==> config.mk <==
export PLATFORM = sky130hd
export DESIGN_NAME = tsc_channel_select
export DESIGN_NICKNAME = d
export VERILOG_FILES = /design/src/hw/tsc_pkg.sv /design/src/hw/tsc_channel_select.sv
export VERILOG_INCLUDE_DIRS = /design/src /design/src/hw
export SDC_FILE = /design/constraint.sdc
export NUM_CORES = 1
export LEC_CHECK = 0
export BUFFER_PORTS_ARGS = -buffer_cell sky130_fd_sc_hd__buf_4
export CAP_MARGIN = 20
export CORE_MARGIN = 3
export CORE_UTILIZATION = 54
export DETAILED_ROUTE_END_ITERATION = 12
export HOLD_SLACK_MARGIN = 0.15
export PLACE_DENSITY = 0.76
export SYNTH_ARGS = -nofsm -noshare
export SYNTH_HDL_FRONTEND = slang
export SYNTH_SLANG_ARGS = --single-unit
==> constraint.sdc <==
create_clock -name i_sys_clk -period 2.6 [get_ports i_sys_clk]
set_input_delay 0.39 -clock i_sys_clk [delete_from_list [all_inputs] [get_ports i_sys_clk]]
set_output_delay 0.39 -clock i_sys_clk [all_outputs]
set_load 0.05 [all_outputs]
==> src/hw/tsc_defs.svh <==
// Offsets, field positions, reset values and counts of the TDM port
`ifndef TSC_DEFS_SVH
`define TSC_DEFS_SVH
`define TSC_ADDR_CTRL    5'h00
`define TSC_ADDR_MCR_RX  5'h04
`define TSC_ADDR_MCR_TX  5'h08
`define TSC_ADDR_RX_CER  5'h0c
`define TSC_ADDR_TX_CER  5'h10
`define TSC_ADDR_RX_DATA 5'h14
`define TSC_ADDR_TX_DATA 5'h18
`define TSC_ADDR_STATUS  5'h1c
`define TSC_CTRL_RESET   22'h000000
`define TSC_CTRL_WIDTH   22
`define TSC_MCR_RESET    16'h0000
`define TSC_MCR_WMASK_RX 16'h01e1
`define TSC_MCR_WMASK_TX 16'h01e3
`define TSC_CER_RESET    32'h00000000
`define TSC_DIV_MSB      7
`define TSC_SRC_POL      8
`define TSC_GEN_SYNC_ENABLE        9
`define TSC_FS_MODE      10
`define TSC_FS_POL       11
`define TSC_DLY_MSB      13
`define TSC_DLY_LSB      12
`define TSC_FRLEN_MSB    20
`define TSC_FRLEN_LSB    14
`define TSC_DUAL_PHASE   21
`define TSC_PB_MSB       8
`define TSC_PB_LSB       7
`define TSC_PA_MSB       6
`define TSC_PA_LSB       5
`define TSC_MC_MSB       1
`define TSC_MC_LSB       0
`define TSC_LAST_BIT     3'h7
`define TSC_RESP_OKAY    2'h0
`define TSC_RESP_SLVERR  2'h2
`endif

==> src/hw/tsc_pkg.sv <==
// Types shared by the TDM channel select port
package tsc_pkg;
  typedef enum logic [1:0] {
    TSC_IDLE,
    TSC_DELAY,
    TSC_DATA
  } tsc_state_t;
endpackage

==> src/hw/tsc_channel_select.sv <==
// TDM serial port: clock generation, framing and channel selection
//
// Summary of operation
// - Divide field zero runs bit clocks straight from source clock.
// - Polarity zero takes source clock rising edge as active edge.
// - Frame sync sampled on rising source edge resynchronises bit clocks.
// - Internal frame sync held until next falling bit clock edge.
// - Divide field one gives bit clocks at half source rate.
// - Sync enable zero lets generated clock run free.
// - Frame sync polarity zero treats input as active high.
// - Data delay one starts first bit one bit clock after sync.
// - Selection only in single phase; channels equal words per frame.
// - At most 32 of 128 channels enabled at once.
// - Disabled receive channel neither copies data nor sets ready.
// - Disabled receive word raises no event to CPU or DMA.
// - Disabled transmit channel leaves data pin high impedance.
// - Disabled transmit word triggers no data to shift copy.
// - Disabled transmit word leaves empty and ready flags alone.
// - Masked enabled channel floats pin; unmasked drives data.
// - Receive partition B field picks odd block 1,3,5,7.
// - Receive partition A field picks even block 0,2,4,6.
// - Read-only current block field shows block being received.
// - Receive enable bit zero enables all; one enables selected only.
// - Both control registers reset zero; reserved and current read-only.
// - Transmit mode: all, selected, all-masked, receive-selected masked.
// - Eight blocks of sixteen; even in A, odd in B.
// - Pin floats between frames, in masked and disabled channels.
//
// The implementer's own choices: the register offsets and the AXI4-Lite interface to the registers.
`timescale 1ns/1ps
`include "tsc_defs.svh"

module tsc_channel_select (
  input  wire logic        i_sys_clk,
  input  wire logic        i_reset,
  input  wire logic [4:0]  i_s_axi_awaddr,
  input  wire logic        i_s_axi_awvalid,
  output logic             o_s_axi_awready,
  input  wire logic [31:0] i_s_axi_wdata,
  input  wire logic [3:0]  i_s_axi_wstrb,
  input  wire logic        i_s_axi_wvalid,
  output logic             o_s_axi_wready,
  output logic [1:0]       o_s_axi_bresp,
  output logic             o_s_axi_bvalid,
  input  wire logic        i_s_axi_bready,
  input  wire logic [4:0]  i_s_axi_araddr,
  input  wire logic        i_s_axi_arvalid,
  output logic             o_s_axi_arready,
  output logic [31:0]      o_s_axi_rdata,
  output logic [1:0]       o_s_axi_rresp,
  output logic             o_s_axi_rvalid,
  input  wire logic        i_s_axi_rready,
  input  wire logic        i_external_source_clock,
  input  wire logic        i_receive_frame_sync,
  input  wire logic        i_serial_data_in,
  output logic             o_serial_data_out_pin,
  output logic             o_serial_data_out_oe_n,
  output logic             o_receive_bit_clock,
  output logic             o_transmit_bit_clock,
  output logic             o_internal_frame_sync,
  output logic             o_receive_ready_flag,
  output logic             o_transmit_ready_flag
);

  // Channel select within chosen A and B blocks
  function automatic logic chan_sel(
    input logic [6:0]  idx,
    input logic [1:0]  pa,
    input logic [1:0]  pb,
    input logic [31:0] cer
  );
    logic r;
    r = 1'b0;
    if (idx[6:4] == {pa, 1'b0}) begin
      r = cer[{1'b0, idx[3:0]}];
    end else if (idx[6:4] == {pb, 1'b1}) begin
      r = cer[{1'b1, idx[3:0]}];
    end
    return r;
  endfunction

  function automatic logic [31:0] strb_merge(
    input logic [31:0] old,
    input logic [31:0] data,
    input logic [3:0]  strb
  );
    logic [31:0] m;
    m = {{8{strb[3]}}, {8{strb[2]}}, {8{strb[1]}}, {8{strb[0]}}};
    return (old & ~m) | (data & m);
  endfunction

  ////////////////////////////////////////////////////////////////////////
  logic [`TSC_CTRL_WIDTH-1:0] ctrl_reg;
  logic [15:0]       mcr_rx_reg;
  logic [15:0]       mcr_tx_reg;
  logic [31:0]       rx_cer_reg;
  logic [31:0]       tx_cer_reg;
  logic [7:0]        rx_data_reg;
  logic [7:0]        tx_data_reg;
  logic              rx_ready_reg;
  logic              tx_ready_reg;
  logic              tx_empty_reg;
  logic              aw_full_reg;
  logic              w_full_reg;
  logic [4:0]        aw_addr_reg;
  logic [31:0]       w_data_reg;
  logic [3:0]        w_strb_reg;
  logic              bvalid_reg;
  logic [1:0]        bresp_reg;
  logic              rvalid_reg;
  logic [31:0]       rdata_reg;
  logic [1:0]        rresp_reg;
  logic [2:0]        pin_lvl;
  logic              src_prev_reg;
  logic              fs_smp_reg;
  logic [7:0]        div_cnt_reg;
  logic              gen_clk_reg;
  logic              fs_hold_reg;
  tsc_pkg::tsc_state_t state_reg;
  logic [1:0]        dly_reg;
  logic [2:0]        bit_reg;
  logic [6:0]        idx_reg;
  logic              rx_en_reg;
  logic              tx_en_reg;
  logic              tx_drv_reg;
  logic [7:0]        rx_shift_reg;
  logic [7:0]        tx_shift_reg;

  wire [7:0] div      = ctrl_reg[`TSC_DIV_MSB:0];
  wire       src_pol  = ctrl_reg[`TSC_SRC_POL];
  wire       gen_sync_enable    = ctrl_reg[`TSC_GEN_SYNC_ENABLE];
  wire       fs_mode  = ctrl_reg[`TSC_FS_MODE];
  wire       fs_pol   = ctrl_reg[`TSC_FS_POL];
  wire [1:0] data_dly = ctrl_reg[`TSC_DLY_MSB:`TSC_DLY_LSB];
  wire [6:0] frlen    = ctrl_reg[`TSC_FRLEN_MSB:`TSC_FRLEN_LSB];
  wire       mc_ok    = ~ctrl_reg[`TSC_DUAL_PHASE];
  wire [1:0] rx_pb    = mcr_rx_reg[`TSC_PB_MSB:`TSC_PB_LSB];
  wire [1:0] rx_pa    = mcr_rx_reg[`TSC_PA_MSB:`TSC_PA_LSB];
  wire       rx_mcm   = mcr_rx_reg[`TSC_MC_LSB];
  wire [1:0] tx_pb    = mcr_tx_reg[`TSC_PB_MSB:`TSC_PB_LSB];
  wire [1:0] tx_pa    = mcr_tx_reg[`TSC_PA_MSB:`TSC_PA_LSB];
  wire [1:0] tx_mcm   = mcr_tx_reg[`TSC_MC_MSB:`TSC_MC_LSB];

  ////////////////////////////////////////////////////////////////////////
  // Pin synchronisers: a change counts once stages two and three agree
  wire [2:0] pins = {i_serial_data_in, i_receive_frame_sync,
                     i_external_source_clock};
  genvar g;
  for (g = 0; g < 3; g++) begin : g_sync
    logic [2:0] s_reg;
    logic       lvl_reg;
    always_ff @(posedge i_sys_clk) begin
      if (i_reset) begin
        s_reg   <= 3'h0;
        lvl_reg <= 1'b0;
      end else begin
        s_reg <= {s_reg[1:0], pins[g]};
        if (s_reg[1] == s_reg[2]) begin
          lvl_reg <= s_reg[2];
        end
      end
    end
    assign pin_lvl[g] = lvl_reg;
  end

  ////////////////////////////////////////////////////////////////////////
  // Source clock edges and generated bit clock
  wire src_chg  = pin_lvl[0] ^ src_prev_reg;
  wire act_edge = src_chg & (pin_lvl[0] ^ src_pol);
  wire opp_edge = src_chg & ~(pin_lvl[0] ^ src_pol);
  wire fs_now   = pin_lvl[1] ^ fs_pol;
  wire fs_evt   = act_edge & fs_now & ~fs_smp_reg;
  wire resync   = gen_sync_enable & fs_evt;
  wire rise_tick = act_edge & (resync | (div_cnt_reg == div));
  // Single rate uses the opposite source edge for the low phase
  wire fall_tick = (div == 8'h00) ? opp_edge
                 : act_edge & ~rise_tick
                   & (div_cnt_reg == (div >> 1));

  always_ff @(posedge i_sys_clk) begin
    if (i_reset) begin
      src_prev_reg <= 1'b0;
      fs_smp_reg   <= 1'b0;
    end else begin
      src_prev_reg <= pin_lvl[0];
      if (act_edge) begin
        fs_smp_reg <= fs_now;
      end
    end
  end

  always_ff @(posedge i_sys_clk) begin
    if (i_reset) begin
      div_cnt_reg <= 8'h00;
      gen_clk_reg <= 1'b0;
    end else begin
      if (act_edge) begin
        div_cnt_reg <= rise_tick ? 8'h00 : div_cnt_reg + 8'h01;
      end
      if (rise_tick) begin
        gen_clk_reg <= 1'b1;
      end else if (fall_tick) begin
        gen_clk_reg <= 1'b0;
      end
    end
  end

  // Held so the frame start is seen at the next falling bit edge
  always_ff @(posedge i_sys_clk) begin
    if (i_reset) begin
      fs_hold_reg <= 1'b0;
    end else if (fs_evt & (~fs_mode | gen_sync_enable)) begin
      fs_hold_reg <= 1'b1;
    end else if (fall_tick) begin
      fs_hold_reg <= 1'b0;
    end
  end

  ////////////////////////////////////////////////////////////////////////
  // Framing: delay, bit and channel counters
  wire in_delay  = (state_reg == tsc_pkg::TSC_DELAY);
  wire in_data   = (state_reg == tsc_pkg::TSC_DATA);
  wire last_bit  = (bit_reg == `TSC_LAST_BIT);
  wire start_word = rise_tick
                  & ((in_delay & (dly_reg == 2'h0))
                  | (in_data & last_bit & (idx_reg != frlen)));
  wire [6:0] next_idx = in_delay ? 7'h00 : idx_reg + 7'h01;

  always_ff @(posedge i_sys_clk) begin
    if (i_reset) begin
      state_reg <= tsc_pkg::TSC_IDLE;
      dly_reg   <= 2'h0;
      bit_reg   <= 3'h0;
      idx_reg   <= 7'h00;
    end else if (fall_tick & fs_hold_reg) begin
      state_reg <= tsc_pkg::TSC_DELAY;
      dly_reg   <= data_dly;
    end else if (rise_tick) begin
      if (start_word) begin
        state_reg <= tsc_pkg::TSC_DATA;
        bit_reg   <= 3'h0;
        idx_reg   <= next_idx;
      end else begin
        case (state_reg)
          tsc_pkg::TSC_DELAY: begin
            dly_reg <= dly_reg - 2'h1;
          end
          tsc_pkg::TSC_DATA: begin
            if (last_bit) begin
              state_reg <= tsc_pkg::TSC_IDLE;
            end else begin
              bit_reg <= bit_reg + 3'h1;
            end
          end
          default: begin
            state_reg <= tsc_pkg::TSC_IDLE;
          end
        endcase
      end
    end
  end

  ////////////////////////////////////////////////////////////////////////
  // Per-channel enable and mask, fixed at the start of each word
  logic rx_en_next;
  logic tx_en_next;
  logic tx_drv_next;
  always_comb begin
    rx_en_next  = ~(mc_ok & rx_mcm)
                | chan_sel(next_idx, rx_pa, rx_pb, rx_cer_reg);
    tx_en_next  = 1'b1;
    tx_drv_next = 1'b1;
    if (mc_ok) begin
      case (tx_mcm)
        2'h1: begin
          tx_en_next  = chan_sel(next_idx, tx_pa, tx_pb, tx_cer_reg);
          tx_drv_next = tx_en_next;
        end
        2'h2: begin
          tx_drv_next = chan_sel(next_idx, tx_pa, tx_pb, tx_cer_reg);
        end
        2'h3: begin
          tx_en_next  = chan_sel(next_idx, rx_pa, rx_pb, rx_cer_reg);
          tx_drv_next = tx_en_next
                      & chan_sel(next_idx, rx_pa, rx_pb, tx_cer_reg);
        end
        default: begin
          tx_en_next  = 1'b1;
          tx_drv_next = 1'b1;
        end
      endcase
    end
  end

  always_ff @(posedge i_sys_clk) begin
    if (i_reset) begin
      rx_en_reg  <= 1'b0;
      tx_en_reg  <= 1'b0;
      tx_drv_reg <= 1'b0;
    end else if (start_word) begin
      rx_en_reg  <= rx_en_next;
      tx_en_reg  <= tx_en_next;
      tx_drv_reg <= tx_drv_next;
    end
  end

  ////////////////////////////////////////////////////////////////////////
  // Shift paths: launch on rising, sample on falling bit edge
  always_ff @(posedge i_sys_clk) begin
    if (i_reset) begin
      tx_shift_reg <= 8'h00;
    end else if (start_word) begin
      if (tx_en_next & ~tx_ready_reg) begin
        tx_shift_reg <= tx_data_reg;
      end
    end else if (rise_tick & in_data) begin
      tx_shift_reg <= {tx_shift_reg[6:0], 1'b0};
    end
  end

  always_ff @(posedge i_sys_clk) begin
    if (i_reset) begin
      rx_shift_reg <= 8'h00;
      rx_data_reg  <= 8'h00;
    end else if (fall_tick & in_data) begin
      rx_shift_reg <= {rx_shift_reg[6:0], pin_lvl[2]};
      if (last_bit & rx_en_reg) begin
        rx_data_reg <= {rx_shift_reg[6:0], pin_lvl[2]};
      end
    end
  end

  // A hardware set wins over a software clear in the same cycle
  wire rd_rx_data = i_s_axi_arvalid & ~rvalid_reg
                  & (i_s_axi_araddr == `TSC_ADDR_RX_DATA);
  wire do_write   = aw_full_reg & w_full_reg & ~bvalid_reg;
  wire wr_tx_data = do_write & (aw_addr_reg == `TSC_ADDR_TX_DATA);

  always_ff @(posedge i_sys_clk) begin
    if (i_reset) begin
      rx_ready_reg <= 1'b0;
      tx_ready_reg <= 1'b1;
      tx_empty_reg <= 1'b1;
    end else begin
      if (rd_rx_data) begin
        rx_ready_reg <= 1'b0;
      end
      if (fall_tick & in_data & last_bit & rx_en_reg) begin
        rx_ready_reg <= 1'b1;
      end
      if (wr_tx_data) begin
        tx_ready_reg <= 1'b0;
      end
      if (start_word & tx_en_next) begin
        tx_empty_reg <= tx_ready_reg;
        tx_ready_reg <= 1'b1;
      end
    end
  end

  ////////////////////////////////////////////////////////////////////////
  // Register bus, write side: address and data taken in either order
  always_ff @(posedge i_sys_clk) begin
    if (i_reset) begin
      aw_full_reg <= 1'b0;
      aw_addr_reg <= 5'h00;
      w_full_reg  <= 1'b0;
      w_data_reg  <= 32'h00000000;
      w_strb_reg  <= 4'h0;
      bvalid_reg  <= 1'b0;
      bresp_reg   <= `TSC_RESP_OKAY;
    end else begin
      if (i_s_axi_awvalid & ~aw_full_reg) begin
        aw_full_reg <= 1'b1;
        aw_addr_reg <= i_s_axi_awaddr;
      end
      if (i_s_axi_wvalid & ~w_full_reg) begin
        w_full_reg <= 1'b1;
        w_data_reg <= i_s_axi_wdata;
        w_strb_reg <= i_s_axi_wstrb;
      end
      if (do_write) begin
        aw_full_reg <= 1'b0;
        w_full_reg  <= 1'b0;
        bvalid_reg  <= 1'b1;
        bresp_reg   <= (aw_addr_reg > `TSC_ADDR_STATUS)
                     ? `TSC_RESP_SLVERR : `TSC_RESP_OKAY;
      end else if (bvalid_reg & i_s_axi_bready) begin
        bvalid_reg <= 1'b0;
      end
    end
  end

  wire [31:0] wr_word = strb_merge(32'h00000000, w_data_reg, w_strb_reg);
  wire [31:0] wr_mask = strb_merge(32'h00000000, 32'hffffffff, w_strb_reg);

  always_ff @(posedge i_sys_clk) begin
    if (i_reset) begin
      ctrl_reg    <= `TSC_CTRL_RESET;
      mcr_rx_reg  <= `TSC_MCR_RESET;
      mcr_tx_reg  <= `TSC_MCR_RESET;
      rx_cer_reg  <= `TSC_CER_RESET;
      tx_cer_reg  <= `TSC_CER_RESET;
      tx_data_reg <= 8'h00;
    end else if (do_write) begin
      case (aw_addr_reg)
        `TSC_ADDR_CTRL: begin
          ctrl_reg <= (ctrl_reg & ~wr_mask[`TSC_CTRL_WIDTH-1:0])
                    | wr_word[`TSC_CTRL_WIDTH-1:0];
        end
        `TSC_ADDR_MCR_RX: begin
          mcr_rx_reg <= (mcr_rx_reg & ~(wr_mask[15:0] & `TSC_MCR_WMASK_RX))
                      | (wr_word[15:0] & `TSC_MCR_WMASK_RX);
        end
        `TSC_ADDR_MCR_TX: begin
          mcr_tx_reg <= (mcr_tx_reg & ~(wr_mask[15:0] & `TSC_MCR_WMASK_TX))
                      | (wr_word[15:0] & `TSC_MCR_WMASK_TX);
        end
        `TSC_ADDR_RX_CER: begin
          rx_cer_reg <= strb_merge(rx_cer_reg, w_data_reg, w_strb_reg);
        end
        `TSC_ADDR_TX_CER: begin
          tx_cer_reg <= strb_merge(tx_cer_reg, w_data_reg, w_strb_reg);
        end
        `TSC_ADDR_TX_DATA: begin
          if (w_strb_reg[0]) begin
            tx_data_reg <= w_data_reg[7:0];
          end
        end
        default: begin
          tx_data_reg <= tx_data_reg;
        end
      endcase
    end
  end

  ////////////////////////////////////////////////////////////////////////
  // Register bus, read side
  wire [2:0] cur_blk = idx_reg[6:4];
  always_ff @(posedge i_sys_clk) begin
    if (i_reset) begin
      rvalid_reg <= 1'b0;
      rdata_reg  <= 32'h00000000;
      rresp_reg  <= `TSC_RESP_OKAY;
    end else if (i_s_axi_arvalid & ~rvalid_reg) begin
      rvalid_reg <= 1'b1;
      rresp_reg  <= `TSC_RESP_OKAY;
      case (i_s_axi_araddr)
        `TSC_ADDR_CTRL:    rdata_reg <= {10'h000, ctrl_reg};
        `TSC_ADDR_MCR_RX:  rdata_reg <= {16'h0000, mcr_rx_reg
                                         | {11'h000, cur_blk, 2'h0}};
        `TSC_ADDR_MCR_TX:  rdata_reg <= {16'h0000, mcr_tx_reg
                                         | {11'h000, cur_blk, 2'h0}};
        `TSC_ADDR_RX_CER:  rdata_reg <= rx_cer_reg;
        `TSC_ADDR_TX_CER:  rdata_reg <= tx_cer_reg;
        `TSC_ADDR_RX_DATA: rdata_reg <= {24'h000000, rx_data_reg};
        `TSC_ADDR_TX_DATA: rdata_reg <= {24'h000000, tx_data_reg};
        `TSC_ADDR_STATUS:  rdata_reg <= {29'h00000000, tx_empty_reg,
                                         tx_ready_reg, rx_ready_reg};
        default: begin
          rdata_reg <= 32'h00000000;
          rresp_reg <= `TSC_RESP_SLVERR;
        end
      endcase
    end else if (rvalid_reg & i_s_axi_rready) begin
      rvalid_reg <= 1'b0;
    end
  end

  ////////////////////////////////////////////////////////////////////////
  assign o_s_axi_awready = ~aw_full_reg;
  assign o_s_axi_wready  = ~w_full_reg;
  assign o_s_axi_bvalid  = bvalid_reg;
  assign o_s_axi_bresp   = bresp_reg;
  assign o_s_axi_arready = ~rvalid_reg;
  assign o_s_axi_rvalid  = rvalid_reg;
  assign o_s_axi_rdata   = rdata_reg;
  assign o_s_axi_rresp   = rresp_reg;

  // Shared bus: float outside frames and in disabled or masked slots
  assign o_serial_data_out_pin  = tx_shift_reg[7];
  assign o_serial_data_out_oe_n = ~(in_data & tx_en_reg
                                    & tx_drv_reg);
  assign o_receive_bit_clock    = gen_clk_reg;
  assign o_transmit_bit_clock   = gen_clk_reg;
  assign o_internal_frame_sync  = fs_hold_reg;
  assign o_receive_ready_flag   = rx_ready_reg;
  assign o_transmit_ready_flag  = tx_ready_reg;

endmodule

==> results of run 1 <==
==> routing by layer <==
metal | global-route usage (%) | up-vias
met4 | 8.27 | 0
met5 | 0 | -
met1 | 44.8 | 5388
met3 | 7.97 | 89
li1 | - | 5304
met2 | 48.8 | 586
==> critical path: cells and delay by family, from the launching register on <==
kind / cells / cell delay [ps]
AND/OR/NAND/NOR: 3 / 290
multiplexers: 1 / 550
flip-flops: 1 / 330
buffers and inverters: 2 / 290
AO/OA/AOI/OAI: 4 / 890
adder cells (fa/ha/maj): 1 / 330
==> power by group through the flow <==
stage | logic [W] | registers [W] | clock network [W]
floorplan | 0.000273 | 0.00413 | 0
global placement | 0.000548 | 0.00409 | 0
detailed placement | 0.000554 | 0.00409 | 0
CTS | 0.000614 | 0.00401 | 0.00382
global route | 0.000669 | 0.00402 | 0.00396
finish | 0.000626 | 0.00401 | 0.00379
==> layout make-up <==
cell class	instances	share of cell area (%)
timing repair buffer	297	16.8
sequential	251	33.4
inverter	14	0.348
tap	270	2.24
clock buffer	37	4.93
multi-input combinational	1015	41.5
clock inverter	7	0.780
==> worst min-delay path by stage <==
stage | cells after the start | to | slack, ps | from
after floorplan | 1 | g_sync[0].s_reg[1]$_SDFF_PP0_ | 410 | g_sync[0].s_reg[0]$_SDFF_PP0_
after global placement | 1 | g_sync[2].s_reg[1]$_SDFF_PP0_ | 430 | g_sync[2].s_reg[0]$_SDFF_PP0_
after detailed placement | 1 | g_sync[1].s_reg[1]$_SDFF_PP0_ | 440 | g_sync[1].s_reg[0]$_SDFF_PP0_
after CTS | 2 | rx_shift_reg[1]$_SDFFE_PP0P_ | 220 | i_reset
after global routing | 2 | rx_data_reg[2]$_SDFFE_PP0P_ | 230 | i_reset
final | 2 | rx_shift_reg[1]$_SDFFE_PP0P_ | 230 | i_reset
==> repair_timing <==
item	CTS	global route
endpoints found under the hold margin	48	0
pin swaps	17	16
setup buffers	19	4
hold buffers	49	0
cloned	1	0
endpoints found under the setup margin	11	66
gates resized for setup	44	26
==> logic make-up after synthesis <==
| logic type | share of synthesized area [%] |
|---|---|
| simple gates | 22.2 |
| compound gates | 19.0 |
| mux | 6.62 |
| fa+ha+maj | 0.874 |
| xor+xnor | 3.19 |
| other cells | 0.0327 |
| flops | 43.9 |
| buf+inv | 4.20 |
==> synthesized netlist by cell type (all sizes together), types with 21 or more instances <==
cell type,count
nor2,130
a21oi,175
xor2,21
nor2b,21
o21ai,49
clkbuf,75
dfxtp,251
a22oi,37
buf,23
nand3,101
nand2,235
mux2i,51
==> stage by stage <==
step | instances | worst slack [ps] | hold WS (ps) | total power [W]
after global routing | 1891 | -243 | 235 | 0.00864
after CTS | 1891 | -153 | 220 | 0.00844
after floorplan | 1378 | -71.8 | 414 | 0.00440
after global placement | 1780 | -207 | 426 | 0.00463
final | 1891 | -194 | 225 | 0.00842
after detailed placement | 1781 | -257 | 443 | 0.00464
==> impl_metrics.yaml, run 1 <==
power_and_ir_drop:
  p_clk_share_pct: 44.9
  p_sw_w: 0.00199
  ir_worst_vdd_uv: 442
  intPower_w: 0.00643
  p_per_area_nw_per_um2: 559
  leakage_nw: 5.78
  swShare_pct: 23.6
  seq_power_share_pct: 47.6
  p_comb_share_pct: 7.4
route:
  drt-met1-wl_um: 15900
  wl_met3_um: 3780
  top_layer_used: "met4"
  drt_iter0_drc: 1341
  num_vias: 11400
  route.detailed.drc: 0
  vias_per_cell: 6.01
  ant_nets: 0
  avgRoutedWirePerCell_um: 19.6
  totalWireLength_um: 37100
  wl_met2_um: 16400
  dr.pass1.iters: 8
floorplan:
  core_area_um2: 20600
  rows: 52
  chipWidth_um: 152
  num_io_pins: 104
  dieArea_um2: 23000
  start_util_pct: 55.7
  die_h_um: 152
worst_setup_path:
  r2r_end: "tx_shift_reg[1]$_SDFFE_PP0P_"
  critPathKind: "register to register"
  reg2reg_slack_ps: -190
  critPathLaunchType: "register"
  crit_start: "idx_reg[0]$_SDFFE_PP0P_"
  slowest_stage: "mux4_2"
  cp-end-kind: "register"
  required_ps: 3020
  critPathCapture: "tx_shift_reg[1]$_SDFFE_PP0P_"
  r2r.worst_path.cells: 11
  max_stage_delay_ps: 550
  crit-reg2reg-launch: "idx_reg[0]$_SDFFE_PP0P_"
  worstPathCellList: "ha_4, mux4_2, nand2_4, a31oi_4, nor2_4, nor4_4, a221oi_4, a311oi_4, buf_4, buf_6, o311a_1"
  crit_fanout: 6
  worstPathArrival_ps: 3220
place:
  port_buffers: 101
  hpwl_um: 26100
  dpl-instance-area_um2: 13300
  gp_congestion: 0.959
layout:
  final_common_cell: "dfxtp_1"
  fin_util_pct: 73.4
  mostFrequentLayoutCells: "dfxtp_1, nand2_1, buf_4"
  drive_above_1_share_pct: 22.8
  diodes: 0
  multi_input_area_um2: 6260
  seqCellArea_um2: 5030
  area_growth_pct: 31.7
  final_nets: 1670
  finalInstanceArea_um2: 15100
  nFillCells: 1539
synthesis:
  ys_warn_count: 0
  synth-seq-cells: 251
  yosys.area.top_type: "dfxtp_1"
  syn_inst: 1377
  synthArstFlopShare_pct: 0
  ys.flop_type: "dfxtp_1"
  syn_area_um2: 11500
  syn_avg_cell_area_um2: 8.32
  synth_top_area_share_pct: 43.9
  ys_seq_area_share_pct: 43.9
  ys_top_cells_by_area: "dfxtp_1, nand2_1, a21oi_1"
  synth_cell_types: 84
  synth-edff-count: 0
timing:
  rsz0062_at_grt: "true"
  drv_slew: 0
  maxSlewHeadroom_pct: 52.9
  clock.fmax_mhz: 358
  finalSetupTns_ps: -1440
  tightest_slew_ps: 705
  finalClockSkew_ps: 18.6
  fin_ws_ps: -194
  finalCritPeriodShare_pct: 107
  min_period_ps: 2790
  setup_viol: 11
  final_hold_viol_count: 0
status:
  violations: "negative setup slack"
  status: "finished, violations left"
grt:
  grtUsageTotal_pct: 31.7
  grt_pass1_vias: 10600
  grt_pass1_wl_um: 57500
  grt_max_degree: 145
  grt_overflow: 0
  antenna_found_initial: 0
run:
  cap_violations: 0
cts:
  htree_levels: 1
  clock_sinks: 251
  cts_tree: "yes"
  cts_made_buffers: 27
  clk-insertion-delay-late_ps: 540
  cts_root_buf: "clkbuf_16"
  clk_path_buf_depth: 3
  clkTransAtPathRegs_ps: 60
worst_hold_path:
  hp-class: "primary input to register"
Note: power is estimated with default switching activity, not from simulation.
==> run 2: changes to the inputs <==
- PLACE_DENSITY: 0.76 -> 0.83
==> run 2 against run 1 <==
Count of clock-buffer cells in the layout shrank 5. The run ends with design-rule violations, negative setup slack left. Combinational power is essentially flat. Global-route usage grew 1.7 points. Cell area shrank 0.63%. Sequential power is essentially flat. Die area is the same. Register-to-register slack lost 120 ps. Maximum frequency shrank 4.1%. Routed wire length grew 5.9%.
==> impl_metrics.yaml, run 2 (synthesized netlist as in run 1, its figures left out) <==
grt:
  grt_pass1_vias: 10900
  grt_use_met3_pct: 9.22
  grt_pass1_wl_um: 60100
  grt_use_met1_pct: 45.8
  top_usage_layer: "met2"
  grtUsageTotal_pct: 33.4
  antenna_found_initial: 0
  grt_max_degree: 227
  grt_overflow: 0
  met2_usage_pct: 52.5
power_and_ir_drop:
  ir_worst_vdd_uv: 473
  p_per_area_nw_per_um2: 586
  leakage_nw: 5.77
route:
  vias_per_cell: 6.08
  dr.pass1.iters: 10
  num_vias: 11600
  ant_nets: 0
  route.detailed.drc: 1
  avgRoutedWirePerCell_um: 20.7
  drt_iter0_drc: 1408
  totalWireLength_um: 39300
cts:
  clk-insertion-delay-late_ps: 570
  clkTransAtPathRegs_ps: 70
  clk_path_buf_depth: 3
  clock_sinks: 251
  cts_made_buffers: 26
  htree_levels: 1
  cts_root_buf: "clkbuf_16"
  cts_tree: "yes"
floorplan:
  dieArea_um2: 23000
  chipWidth_um: 152
  start_util_pct: 55.7
  num_io_pins: 104
  rows: 52
  die_h_um: 152
  core_area_um2: 20600
layout:
  final_nets: 1674
  nFillCells: 1507
  finalInstanceArea_um2: 15000
  fin_util_pct: 72.9
  area_growth_pct: 30.9
  final_common_cell: "dfxtp_1"
  drive_above_1_share_pct: 22.5
  multi_input_area_um2: 6110
  diodes: 0
  seqCellArea_um2: 5030
  mostFrequentLayoutCells: "dfxtp_1, buf_4, nand2_1"
worst_setup_path:
  critPathLaunchType: "register"
  max_stage_delay_ps: 560
  cp-end-kind: "register"
  cp_common_cell: "buf_4"
  critPathKind: "register to register"
  cp_top_family: "compound AO/OA/AOI/OAI gates"
  worstPathArrival_ps: 3330
  slowest_stage: "mux4_1"
  worstPathCellList: "buf_4, nor2_2, mux4_1, o22ai_1, buf_4, nor4_2, buf_4, a221oi_4, a311oi_4, buf_4, buf_6, o311a_1"
  path_buf_inv: 5
  crit_fanout: 8
  required_ps: 3020
  reg2reg_slack_ps: -310
place:
  port_buffers: 101
  hpwl_um: 27000
  gp_congestion: 1.05
  dpl-instance-area_um2: 13400
worst_hold_path:
  hp-class: "primary input to register"
run:
  cap_violations: 0
timing:
  min_period_ps: 2910
  finalCritPeriodShare_pct: 112
  maxSlewHeadroom_pct: 25.1
  final_hold_viol_count: 0
  drv_slew: 0
  setup_viol: 11
  finalClockSkew_ps: 43.0
  fin_ws_ps: -314
  tightest_slew_ps: 1120
  clock.fmax_mhz: 343
  rsz0062_at_grt: "true"
status:
  status: "finished, violations left"
  violations: "design-rule violations, negative setup slack"
[run 2: per-layer routing]
metal	vias to the layer above	wire length, um
met1	5433	16000
met2	681	17500
met4	0	1080
met5	-	0
met3	105	4700
li1	5334	-
[run 2: path summary, 6_finish.rpt]
kind / to / start / cells past startpoint
setup / recovery: tx_shift_reg[6]$_SDFFE_PP0P_ / idx_reg[0]$_SDFFE_PP0P_ / 12
hold / removal: o_s_axi_rdata[3]$_SDFFE_PP0P_ / i_s_axi_araddr[0] / 5
hold reg to reg: g_sync[1].s_reg[1]$_SDFF_PP0_ / g_sync[1].s_reg[0]$_SDFF_PP0_ / 1
setup reg to reg: tx_shift_reg[6]$_SDFFE_PP0P_ / idx_reg[0]$_SDFFE_PP0P_ / 12
[run 2: timing repair]
action,CTS,global route
setup endpoints to repair,18,63
pin swaps,5,3
endpoints found under the hold margin,48,0
hold buffers,49,0
cloned,0,0
buffers inserted,3,1
resized for setup,5,28
[run 2: area by class of cell]
class                           instances  share of cell area [%]
Tap cell                              270                    2.25
Timing Repair Buffer                  302                    16.6
Sequential cell                       251                    33.6
Clock inverter                         15                    1.59
Inverter                               14                   0.351
Multi-Input combinational cell       1015                    40.8
Clock buffer                           32                    4.83
[run 2: metrics by stage]
stage	total power, W	TNS, ps	hold slack, ps	setup WS [ps]	std cells
finish	0.00878	-2430	348	-314	1899
global route	0.00899	-3530	377	-374	1899
CTS	0.00876	-2330	323	-304	1898
detailed placement	0.00463	-2500	447	-292	1799
global placement	0.00462	-2230	422	-267	1799
floorplan	0.00440	-555	414	-71.8	1378
[run 2: tightest hold or removal path, cell delays in order]
cell and delay [ps]:
buf_4 100, nor2_1 50, buf_4 150, nand4_1 90
a31oi_1 80
[run 2: where the power goes]
group | leakage, nW | switching, W | internal, W
clock network | 0.466 | 0.00166 | 0.00249
registers | 2.04 | 0.0000954 | 0.00392
logic | 3.26 | 0.000390 | 0.000235
total | 5.77 | 0.00214 | 0.00664
